===== src/logic/vli_pkg.sv =====
// package of the local interrupt status block: offsets, field layout, reset values
// assumes a 16-bit configuration space addressed by byte offset
`default_nettype none
package vli_pkg;
    localparam int unsigned        OFF_W         = 6;
    localparam logic [OFF_W-1:0]   OFF_LA_REG    = 6'h00;
    localparam logic [OFF_W-1:0]   OFF_IRQ_STAT  = 6'h2a;

    // status word fields
    localparam int unsigned        ST_LVL_HI     = 15;
    localparam int unsigned        ST_LVL_LO     = 13;
    localparam int unsigned        ST_AF_PEND    = 12;
    localparam int unsigned        ST_DEADLOCK_BACKOFF_FLAG      = 11;
    localparam int unsigned        ST_RSVD       = 10;
    localparam int unsigned        ST_SF_LIVE    = 9;
    localparam int unsigned        ST_AF_LIVE    = 8;
    localparam int unsigned        ST_SF_PEND    = 7;
    localparam int unsigned        ST_IRQ_HI     = 6;

    // control word fields
    localparam int unsigned        CT_LVL_HI     = 15;
    localparam int unsigned        CT_LVL_LO     = 13;
    localparam int unsigned        CT_BACKOFF_IRQ_ENABLE    = 11;
    localparam int unsigned        CT_SYS_FAIL_IRQ_ENABLE       = 9;
    localparam int unsigned        CT_POWER_FAIL_IRQ_ENABLE       = 8;

    localparam int unsigned        BE_HI         = 1;
    localparam int unsigned        NUM_IRQ       = 7;
    localparam int unsigned        SYNC_W        = 9;
    localparam int unsigned        SYNC_SF       = 7;
    localparam int unsigned        SYNC_AF       = 8;

    localparam logic [2:0]         LVL_OFF       = 3'h0;
    localparam logic [15:0]        WORD_ZERO     = 16'h0000;
    localparam logic [7:0]         BYTE_ZERO     = 8'h00;
    localparam logic [NUM_IRQ:1]   IRQ_OE_IDLE   = 7'h7f;

    typedef logic [2:0] vli_level_t;
endpackage
`default_nettype wire


===== src/logic/vli_sync_if.sv =====
// carrier between the top and its pin synchroniser
// assumes both ends run on the single block clock
`default_nettype none
interface vli_sync_if #(parameter int unsigned W = 9);
    logic [W-1:0] raw;
    logic [W-1:0] level;
    modport sync (input raw, output level);
    modport user (output raw, input level);
endinterface
`default_nettype wire


===== src/logic/vli_pin_sync.sv =====
// three-stage pin synchroniser; a change counts once stages two and three agree
// assumes asynchronous raw inputs, already converted to active-high
`default_nettype none
module vli_pin_sync
    import vli_pkg::*;
#(
    parameter int unsigned W = SYNC_W
)(
    input  wire logic  mclk_in,
    input  wire logic  nrst_in,
    vli_sync_if.sync   sif
);
    logic [W-1:0] s1_r;
    logic [W-1:0] s2_r;
    logic [W-1:0] s3_r;
    logic [W-1:0] lvl_r;

    ////////////////////////////////////////////////////////////////////////
    always_ff @(posedge mclk_in) begin
        if (!nrst_in) begin
            s1_r <= '0;
            s2_r <= '0;
            s3_r <= '0;
        end else begin
            s1_r <= sif.raw;
            s2_r <= s1_r;
            s3_r <= s2_r;
        end
    end

    // first stage is read only by the second; filtering starts at stage two
    genvar g;
    generate
        for (g = 0; g < W; g++) begin : g_bit
            always_ff @(posedge mclk_in) begin
                if (!nrst_in) begin
                    lvl_r[g] <= 1'b0;
                end else if (s2_r[g] == s3_r[g]) begin
                    lvl_r[g] <= s3_r[g];
                end
            end
        end
    endgenerate

    assign sif.level = lvl_r;
endmodule
`default_nettype wire


===== src/logic/vli_irq_status.sv =====
// local interrupt status and level drive of the bus interface module
// assumes one 25 MHz clock, pin inputs asynchronous, config port and deadlock
// pulse from logic on the same clock
// Overview of operation
// - acknowledge answer is status high byte plus own logical address low byte
// - status bits 15-13 read back the written local interrupt level
// - status bit 12 is set while driving the level because of power fail
// - status bit 7 is set while driving the level because of system fail
// - both fail pending flags clear when we answer our acknowledge
// - status bit 11 latches a deadlock even with its interrupt disabled
// - deadlock flag with its enable set raises the local interrupt
// - deadlock flag clears on a status read or our acknowledge
// - status bit 10 always reads zero
// - status bit 9 shows live system fail, one when the line is low
// - system fail asserting with its enable set raises the local interrupt
// - status bit 8 shows live power fail, one when the line is low
// - power fail asserting with its enable set raises the local interrupt
// - status bits 6-0 show live request lines seven down to one
// - level field picks request line one to seven; zero disables locally
// - level and enables clear on hard reset, soft reset keeps them
// - acknowledge low byte is the own address, also readable in its register
`default_nettype none
module vli_irq_status
    import vli_pkg::*;
(
    input  wire logic                mclk_in,
    input  wire logic                nrst_in,
    input  wire logic                soft_rst_in,
    input  wire logic [7:0]          own_logical_address_in,
    input  wire logic [NUM_IRQ:1]    irq_n_in,
    input  wire logic                sysfail_n_in,
    input  wire logic                acfail_n_in,
    input  wire logic                deadlock_in,
    input  wire logic                cfg_rd_in,
    input  wire logic                cfg_wr_in,
    input  wire logic [OFF_W-1:0]    cfg_off_in,
    input  wire logic [1:0]          cfg_be_in,
    input  wire logic [15:0]         cfg_wdata_in,
    input  wire logic                iack_in,
    input  wire logic [2:0]          iack_level_in,
    output logic [15:0]              cfg_rdata_out,
    output logic                     cfg_ack_out,
    output logic                     iack_ack_out,
    output logic [15:0]              iack_vector_out,
    output logic [NUM_IRQ:1]         irq_drv_out,
    output logic [NUM_IRQ:1]         irq_oe_n_out
);
    vli_level_t        local_irq_level_r;
    logic              backoff_irq_enable_r;
    logic              sys_fail_irq_enable_r;
    logic              power_fail_irq_enable_r;
    logic              sys_fail_irq_pending_r;
    logic              power_fail_irq_pending_r;
    logic              deadlock_backoff_flag_r;
    logic              sf_prev_r;
    logic              af_prev_r;
    logic [15:0]       cfg_rdata_r;
    logic              cfg_ack_r;
    logic              iack_ack_r;
    logic [15:0]       iack_vector_r;
    logic [NUM_IRQ:1]  irq_oe_n_r;
    logic [NUM_IRQ:1]  irq_live;
    logic              sf_live;
    logic              af_live;
    logic              sf_rise;
    logic              af_rise;
    logic              local_req;
    logic              iack_ours;
    logic              stat_rd;
    logic              ctl_wr;
    logic [15:0]       interrupt_status;

    vli_sync_if #(.W(SYNC_W)) sif ();

    ////////////////////////////////////////////////////////////////////////
    // pins are active low; invert before the synchroniser so level means asserted
    assign sif.raw = {~acfail_n_in, ~sysfail_n_in, ~irq_n_in};

    vli_pin_sync #(.W(SYNC_W)) u_sync (
        .mclk_in (mclk_in),
        .nrst_in (nrst_in),
        .sif     (sif)
    );

    assign irq_live = sif.level[NUM_IRQ-1:0];
    assign sf_live  = sif.level[SYNC_SF];
    assign af_live  = sif.level[SYNC_AF];
    assign sf_rise  = sf_live && !sf_prev_r;
    assign af_rise  = af_live && !af_prev_r;

    ////////////////////////////////////////////////////////////////////////
    // decode
    assign stat_rd   = cfg_rd_in && (cfg_off_in == OFF_IRQ_STAT) && cfg_be_in[BE_HI];
    assign ctl_wr    = cfg_wr_in && (cfg_off_in == OFF_IRQ_STAT) && cfg_be_in[BE_HI];
    // level zero disables locally, so pending flags alone never drive a line
    assign local_req = (local_irq_level_r != LVL_OFF)
                    && (sys_fail_irq_pending_r || power_fail_irq_pending_r
                        || (deadlock_backoff_flag_r && backoff_irq_enable_r));
    assign iack_ours = iack_in && local_req && (iack_level_in == local_irq_level_r);

    always_comb begin
        interrupt_status                        = WORD_ZERO;
        interrupt_status[ST_LVL_HI:ST_LVL_LO]   = local_irq_level_r;
        interrupt_status[ST_AF_PEND]            = power_fail_irq_pending_r;
        interrupt_status[ST_DEADLOCK_BACKOFF_FLAG]              = deadlock_backoff_flag_r;
        interrupt_status[ST_RSVD]               = 1'b0;
        interrupt_status[ST_SF_LIVE]            = sf_live;
        interrupt_status[ST_AF_LIVE]            = af_live;
        interrupt_status[ST_SF_PEND]            = sys_fail_irq_pending_r;
        interrupt_status[ST_IRQ_HI:0]           = irq_live;
    end

    ////////////////////////////////////////////////////////////////////////
    // control: hard reset only, soft reset leaves it alone
    always_ff @(posedge mclk_in) begin
        if (!nrst_in) begin
            local_irq_level_r       <= LVL_OFF;
            backoff_irq_enable_r    <= 1'b0;
            sys_fail_irq_enable_r   <= 1'b0;
            power_fail_irq_enable_r <= 1'b0;
        end else if (ctl_wr) begin
            local_irq_level_r       <= cfg_wdata_in[CT_LVL_HI:CT_LVL_LO];
            backoff_irq_enable_r    <= cfg_wdata_in[CT_BACKOFF_IRQ_ENABLE];
            sys_fail_irq_enable_r   <= cfg_wdata_in[CT_SYS_FAIL_IRQ_ENABLE];
            power_fail_irq_enable_r <= cfg_wdata_in[CT_POWER_FAIL_IRQ_ENABLE];
        end
    end

    always_ff @(posedge mclk_in) begin
        if (!nrst_in) begin
            sf_prev_r <= 1'b0;
            af_prev_r <= 1'b0;
        end else begin
            sf_prev_r <= sf_live;
            af_prev_r <= af_live;
        end
    end

    ////////////////////////////////////////////////////////////////////////
    // pending flags: a new event in the clearing cycle wins over the clear
    always_ff @(posedge mclk_in) begin
        if (!nrst_in || soft_rst_in) begin
            sys_fail_irq_pending_r <= 1'b0;
        end else if (sf_rise && sys_fail_irq_enable_r
                     && local_irq_level_r != LVL_OFF) begin
            sys_fail_irq_pending_r <= 1'b1;
        end else if (iack_ours) begin
            sys_fail_irq_pending_r <= 1'b0;
        end
    end

    always_ff @(posedge mclk_in) begin
        if (!nrst_in || soft_rst_in) begin
            power_fail_irq_pending_r <= 1'b0;
        end else if (af_rise && power_fail_irq_enable_r
                     && local_irq_level_r != LVL_OFF) begin
            power_fail_irq_pending_r <= 1'b1;
        end else if (iack_ours) begin
            power_fail_irq_pending_r <= 1'b0;
        end
    end

    // deadlock is stored whatever its enable says
    always_ff @(posedge mclk_in) begin
        if (!nrst_in || soft_rst_in) begin
            deadlock_backoff_flag_r <= 1'b0;
        end else if (deadlock_in) begin
            deadlock_backoff_flag_r <= 1'b1;
        end else if (stat_rd || iack_ours) begin
            deadlock_backoff_flag_r <= 1'b0;
        end
    end

    ////////////////////////////////////////////////////////////////////////
    // configuration reads and writes answer one cycle later
    always_ff @(posedge mclk_in) begin
        if (!nrst_in) begin
            cfg_rdata_r <= WORD_ZERO;
            cfg_ack_r   <= 1'b0;
        end else begin
            cfg_ack_r <= cfg_rd_in || cfg_wr_in;
            if (cfg_rd_in && cfg_off_in == OFF_IRQ_STAT) begin
                cfg_rdata_r <= interrupt_status;
            end else if (cfg_rd_in && cfg_off_in == OFF_LA_REG) begin
                cfg_rdata_r <= {BYTE_ZERO, own_logical_address_in};
            end else if (cfg_rd_in) begin
                cfg_rdata_r <= WORD_ZERO;
            end
        end
    end

    // acknowledge: only answered at our own level while we request
    always_ff @(posedge mclk_in) begin
        if (!nrst_in) begin
            iack_ack_r    <= 1'b0;
            iack_vector_r <= WORD_ZERO;
        end else begin
            iack_ack_r <= iack_ours;
            if (iack_ours) begin
                iack_vector_r <= {interrupt_status[ST_LVL_HI:ST_AF_LIVE],
                                  own_logical_address_in};
            end
        end
    end

    ////////////////////////////////////////////////////////////////////////
    // open-drain drive: enable low pulls the selected line; lags flags by a cycle
    genvar g;
    generate
        for (g = 1; g <= NUM_IRQ; g++) begin : g_line
            always_ff @(posedge mclk_in) begin
                if (!nrst_in) begin
                    irq_oe_n_r[g] <= 1'b1;
                end else begin
                    irq_oe_n_r[g] <= !(local_req
                        && local_irq_level_r == 3'(g));
                end
            end
        end
    endgenerate

    always_ff @(posedge mclk_in) begin
        if (!nrst_in) begin
            irq_drv_out <= '0;
        end else begin
            irq_drv_out <= '0;
        end
    end

    assign cfg_rdata_out   = cfg_rdata_r;
    assign cfg_ack_out     = cfg_ack_r;
    assign iack_ack_out    = iack_ack_r;
    assign iack_vector_out = iack_vector_r;
    assign irq_oe_n_out    = irq_oe_n_r;
endmodule
`default_nettype wire


===== config.mk =====
export PLATFORM = sky130hd
export DESIGN_NAME = vli_irq_status
export DESIGN_NICKNAME = d
export VERILOG_FILES = /design/src/logic/vli_pkg.sv /design/src/logic/vli_sync_if.sv /design/src/logic/vli_pin_sync.sv /design/src/logic/vli_irq_status.sv
export SDC_FILE = /design/constraint.sdc
export NUM_CORES = 1
export LEC_CHECK = 0
export ABC_AREA = 1
export BUFFER_PORTS_ARGS = -buffer_cell sky130_fd_sc_hd__buf_2
export CORE_ASPECT_RATIO = 0.7
export CORE_MARGIN = 1
export CORE_UTILIZATION = 44
export CTS_CLUSTER_DIAMETER = 60
export DETAILED_ROUTE_END_ITERATION = 8
export GPL_TIMING_DRIVEN = 1
export PLACE_DENSITY = 0.8
export SYNTH_ARGS = -nofsm -noshare
export SYNTH_HDL_FRONTEND = slang
export SYNTH_SLANG_ARGS = --single-unit

===== constraint.sdc =====
create_clock -name mclk_in -period 3.2 [get_ports mclk_in]
set_input_delay 0.16 -clock mclk_in [delete_from_list [all_inputs] [get_ports mclk_in]]
set_output_delay 0.16 -clock mclk_in [all_outputs]
set_load 0.01 [all_outputs]

Word level (Yosys, flattened, before mapping):

Cells that the tools add are included.

* flip-flop bits (word level): 86
* bits of input ports: 51
* output and inout port bits: 48
* word-level logic and storage cells: 104

* eq/ne operators: 18
* muxes and demuxes: 8
* bitwise gates (word level): 3
* reductions and logical operators: 43

Operators with widths (number)
* $mux 16: 3
* $logic_and 1x1->1: 22
* $eq 3x3->1 const B: 4
* $logic_not 1->1: 10
* $eq 1x1->1: 9
* $not 7->7: 1
* $eq 3x2->1 const B: 2
* $eq 6x6->1 const B: 1
* $logic_not 6->1: 1
* $reduce_bool 2->1: 3
* $reduce_bool 3->1: 2
* $logic_or 1x1->1: 5
* $mux 1: 5
* $eq 3x1->1 const B: 1
* $eq 3x3->1: 1
* $not 1->1: 2

Depth between registers and ports, before layout:

* word-level depth: 8
* mapped depth: 9

Hierarchy:

From an unflattened synthesis, not the netlist that was laid out.

* cell total of the unflattened synthesis: 380
* area total of the unflattened synthesis: 3248.1 um^2

By module, submodules not included
* vli_irq_status: instances 1, cells an instance 259, area an instance 2125.8 um^2, sequential area each 1001.0 um^2
* vli_pin_sync: instances 1, cells an instance 121, area an instance 1122.3 um^2, sequential area each 720.7 um^2

Worst setup path after synthesis:

Ideal clock, no wire load.

* path kind: reg2reg
* from: reg local_irq_level_r[1]
* to: reg iack_vector_r[11] (netlist: iack_vector_out[11])
* arrival: 1.137 ns
* data required time: 3.068 ns
* path slack: 1.931 ns
* cell stages (with the launch flop): 9
* cell sequence: dfxtp_1 inv_2 nand2_2 nand2_4 nor2_8 nand3_4 buf_6 nand2_1 a21oi_1

* longest elaborated chain between the ends: 4
* elaborated cells between the ends (all ways): 5
* those cells by class: eq/ne: 1; reduce/logical: 4

RTL lines
* from (decl): line vli_irq_status.sv:48 `vli_level_t local_irq_level_r;`
* from (signal assigned): line vli_irq_status.sv:122 `local_irq_level_r <= cfg_wdata_in[CT_LVL_HI:CT_LVL_LO];`
* $reduce_bool 3->1: line vli_irq_status.sv:96 `assign local_req = (local_irq_level_r != LVL_OFF)`
* $logic_and 1x1->1: line vli_irq_status.sv:97 `&& (sys_fail_irq_pending_r || power_fail_irq_pending_r`
* $logic_and 1x1->1: line vli_irq_status.sv:99 `assign iack_ours = iack_in && local_req && (iack_level_in == local_irq_level_r);`
* $logic_and 1x1->1 (*): line vli_irq_status.sv:99
* to (signal assigned): line vli_irq_status.sv:200 `iack_vector_r <= {interrupt_status[ST_LVL_HI:ST_AF_LIVE],`
* to (decl): line vli_irq_status.sv:60 `logic [15:0] iack_vector_r;`

Every way passes the cells marked *; elsewhere a longest branch is shown, timed or not.
A chain may end at the register's enable or synchronous reset.

Worst setup path after layout:

* from: reg local_irq_level_r[0]
* to: reg deadlock_backoff_flag_r

* longest elaborated chain between the ends: 6
* elaborated cells between the ends (all ways): 7
* those cells by class: eq/ne: 1; reduce/logical: 6

RTL lines
* $reduce_bool 3->1: line vli_irq_status.sv:96
* $logic_and 1x1->1: line vli_irq_status.sv:97
* $logic_and 1x1->1: line vli_irq_status.sv:99
* $logic_and 1x1->1 (*): line vli_irq_status.sv:99
* $logic_or 1x1->1 (*): line vli_irq_status.sv:169 `end else if (stat_rd || iack_ours) begin`
* $reduce_bool 2->1 (no line) (*)
* to (signal assigned): line vli_irq_status.sv:166 `deadlock_backoff_flag_r <= 1'b0;`
* to (signal assigned): line vli_irq_status.sv:168 `deadlock_backoff_flag_r <= 1'b1;`
* to (signal assigned): line vli_irq_status.sv:170 `deadlock_backoff_flag_r <= 1'b0;`
* to (decl): line vli_irq_status.sv:54 `logic deadlock_backoff_flag_r;`

Marks and branches as above.

==> metrics.cfg <==
[flow_run]
drv_cap=0

[critical_path]
start_kind=flop
crit_path_start=local_irq_level_r[0]
cp_data_required_time_ps=3440
cp-end-kind=flop
critical_path_class=reg2reg
arrival_ps=1880
cp_max_fo=19
r2r-start=local_irq_level_r[0]

[power]
pwr-share-comb_pct=4.7
netSwitchingFraction_pct=20.7
cellPowerDensity_nw_per_um2=553
p_leak_nw=1.76
p_switching_w=0.000434
peakVddDrop_uv=287
seq_power_share_pct=52.1
cellInternalPower_w=0.00166
p_clk_share_pct=43.2

[finish]
layout-drive-gt1-share_pct=23.5
nNetsFinal=502
syn2layout_area_growth_pct=23.7
instances_no_fill=549
antennaDiodeCount=0

[global_route]
grt_overflow=0
grt_max_degree=37
antenna_found_initial=0
grt_pass1_wl_um=10300
first_global_vias=2284
grtUsageTotal_pct=18.8

[floorplan]
io_pins=99
initial_core_util_pct=45.4
die_area_sq_um=7310
core_sq_um=6760
die_x_um=102
die_h_um=71.9
std_cell_rows=25

[clock_tree]
cts_buffers=9
cts_tree=built
cts_setup_buffers=0
h-tree-depth=3
worstSkewPairLatency_ps=340
clk_pin_slew_worst_paths_ps=80
cts-root-buf=clkbuf_8
clk_path_buf_depth=2
cts_num_sinks=86

[timing]
finClkSkew_ps=10.0
worstMarginPinSlew_ps=847
worst_hold_slack_ps=59.2
rsz0062_at_grt=no
hold_viol=0
finalMaxSlewViolations=0
period_share_pct=51.5
setup_viol=0
relSlewSlack_pct=43.3
tns_ps=0
post-route-min-period_ps=1650
max_freq_mhz=607

[drt]
wl_met1_um=3160
routed_wl_um=6460
route.vias.total=2590
wire_per_inst_um=11.8
top_layer=met4
drtIter0Drc=127
drc=0
vias_per_cell=4.72
ant_nets=0
first_pass_iters=4
routed-wl-met3_um=370
met2_length_um=2850

[synth]
yosysTopAreaCell=dfxtp_1
ys_ff_latch=86
ys.flop_type=dfxtp_1
ys_async_sr_fraction_pct=0
synth_edf_count=0
synthCells=367
synth.avg_cell_area_sq_um=8.36
syn_area_sq_um=3070
synth-seq-area-share_pct=56.1
yosysWarnings=0
yosys.cell_types.count=26
synth_top_area_share_pct=56.1
ys_top_cells_by_area=dfxtp_1, nand2_1, a21oi_1

[placed_design]
hpwl_um=4680
io_buffers=78
placedCellCount=525
gp_congestion=0.822

[min_path]
worstHoldPathType=in2reg
min-delay-start=deadlock_in

[run_status]
status=finished, final reports clean

==> area by class of cell <==
| type | count | area (sq um) |
|---|---|---|
| Clock inverter | 5 | 106 |
| Multi-Input combinational cell | 228 | 1080 |
| Tap cell | 94 | 118 |
| Inverter | 37 | 139 |
| Sequential cell | 86 | 1720 |
| Clock buffer | 10 | 138 |
| Timing Repair Buffer | 89 | 495 |
| Fill cell | 638 | 2960 |
==> power groups by stage <==
stage	Sequential, W	Clock [W]	Combinational (W)
6_report	0.00109	0.000905	0.0000994
5_1_grt	0.00109	0.000974	0.000111
4_1_cts	0.00109	0.000929	0.0000991
3_5_place_dp	0.00112	0	0.0000905
3_3_place_gp	0.00112	0	0.0000887
2_1_floorplan	0.00112	0	0.0000618
==> Yosys cell counts, types with 2 or more instances <==
cell	count
a21oi_1	34
a31oi_1	8
buf_1	3
buf_2	4
buf_4	11
buf_6	3
clkbuf_1	3
dfxtp_1	86
inv_1	34
inv_2	3
nand2_1	91
nand2_2	2
nand3_1	5
nand4_1	26
nor2_1	29
nor3_1	2
o21ai_0	14
==> per-layer routing <==
layer	GRT usage (%)	vias to the layer above
met3	6.54	9
met4	5.80	0
li1	-	1333
met5	0	-
met1	23.6	1179
met2	30.5	69
==> placed cells by master, fill, tap and decap left out, drive strengths merged <==
| cell type | n |
|---|---|
| dfxtp | 86 |
| nor3 | 2 |
| nand3 | 6 |
| bufinv | 3 |
| nor2 | 32 |
| a21oi | 34 |
| inv | 38 |
| conb | 9 |
| dlygate4sd3 | 9 |
| nand2 | 94 |
| clkinvlp | 1 |
| o21ai | 14 |
| a31oi | 8 |
| nand4 | 27 |
| or2 | 1 |
| clkbuf | 10 |
| buf | 80 |
| o21bai | 1 |
==> worst paths after layout <==
kind | endpoint | slack [ps] | depth (start not counted)
setup / recovery | deadlock_backoff_flag_r | 1550 | 7
setup reg to reg | deadlock_backoff_flag_r | 1550 | 7
hold / removal | deadlock_backoff_flag_r | 60 | 3
hold reg to reg | u_sync.s2_r[7] | 410 | 2
==> per-stage QoR <==
stage	utilization, %	area, sq um	setup WS, ps	power (W)
after CTS	56.2	3790	1560	0.00212
final	56.2	3790	1550	0.00210
after global placement	51.2	3460	1280	0.00121
after global routing	56.2	3790	1310	0.00218
after floorplan	-	3100	1930	0.00118
after detailed placement	51.2	3460	1230	0.00121
==> state kept, by name, summed over array words and instances (netlist names), 3 cells and up <==
| signal | count |
|---|---|
| cfg_rdata_out | 15 |
| iack_vector_out | 15 |
| u_sync.s1_r | 9 |
| u_sync.s2_r | 9 |
| u_sync.s3_r | 9 |
| u_sync.sif.level | 9 |
| irq_oe_n_out | 7 |
| local_irq_level_r | 3 |
==> critical path, stage by stage (launching register included) <==
cell	delay (ps)
dfxtp_1	540
nor2_2	100
nand2_2	90
nand2_1	80
inv_2	220
nand3_4	250
nand3_1	160
a21oi_1	80
==> logic make-up after synthesis <==
kind of cell           Yosys count  synth area share (%)
other                            1                 0.122
AO/OA/AOI/OAI                   57                  9.71
buffers and inverters           61                  9.71
AND/OR/NAND/NOR                162                  24.3
flip-flops                      86                  56.1
==> what timing repair did <==
| item | in CTS | in global routing |
|---|---|---|
| hold buffers | 9 | 0 |
| endpoints found under the hold margin | 9 | 0 |
| resized for setup | 0 | 0 |
(Power assumes the default switching activity.)
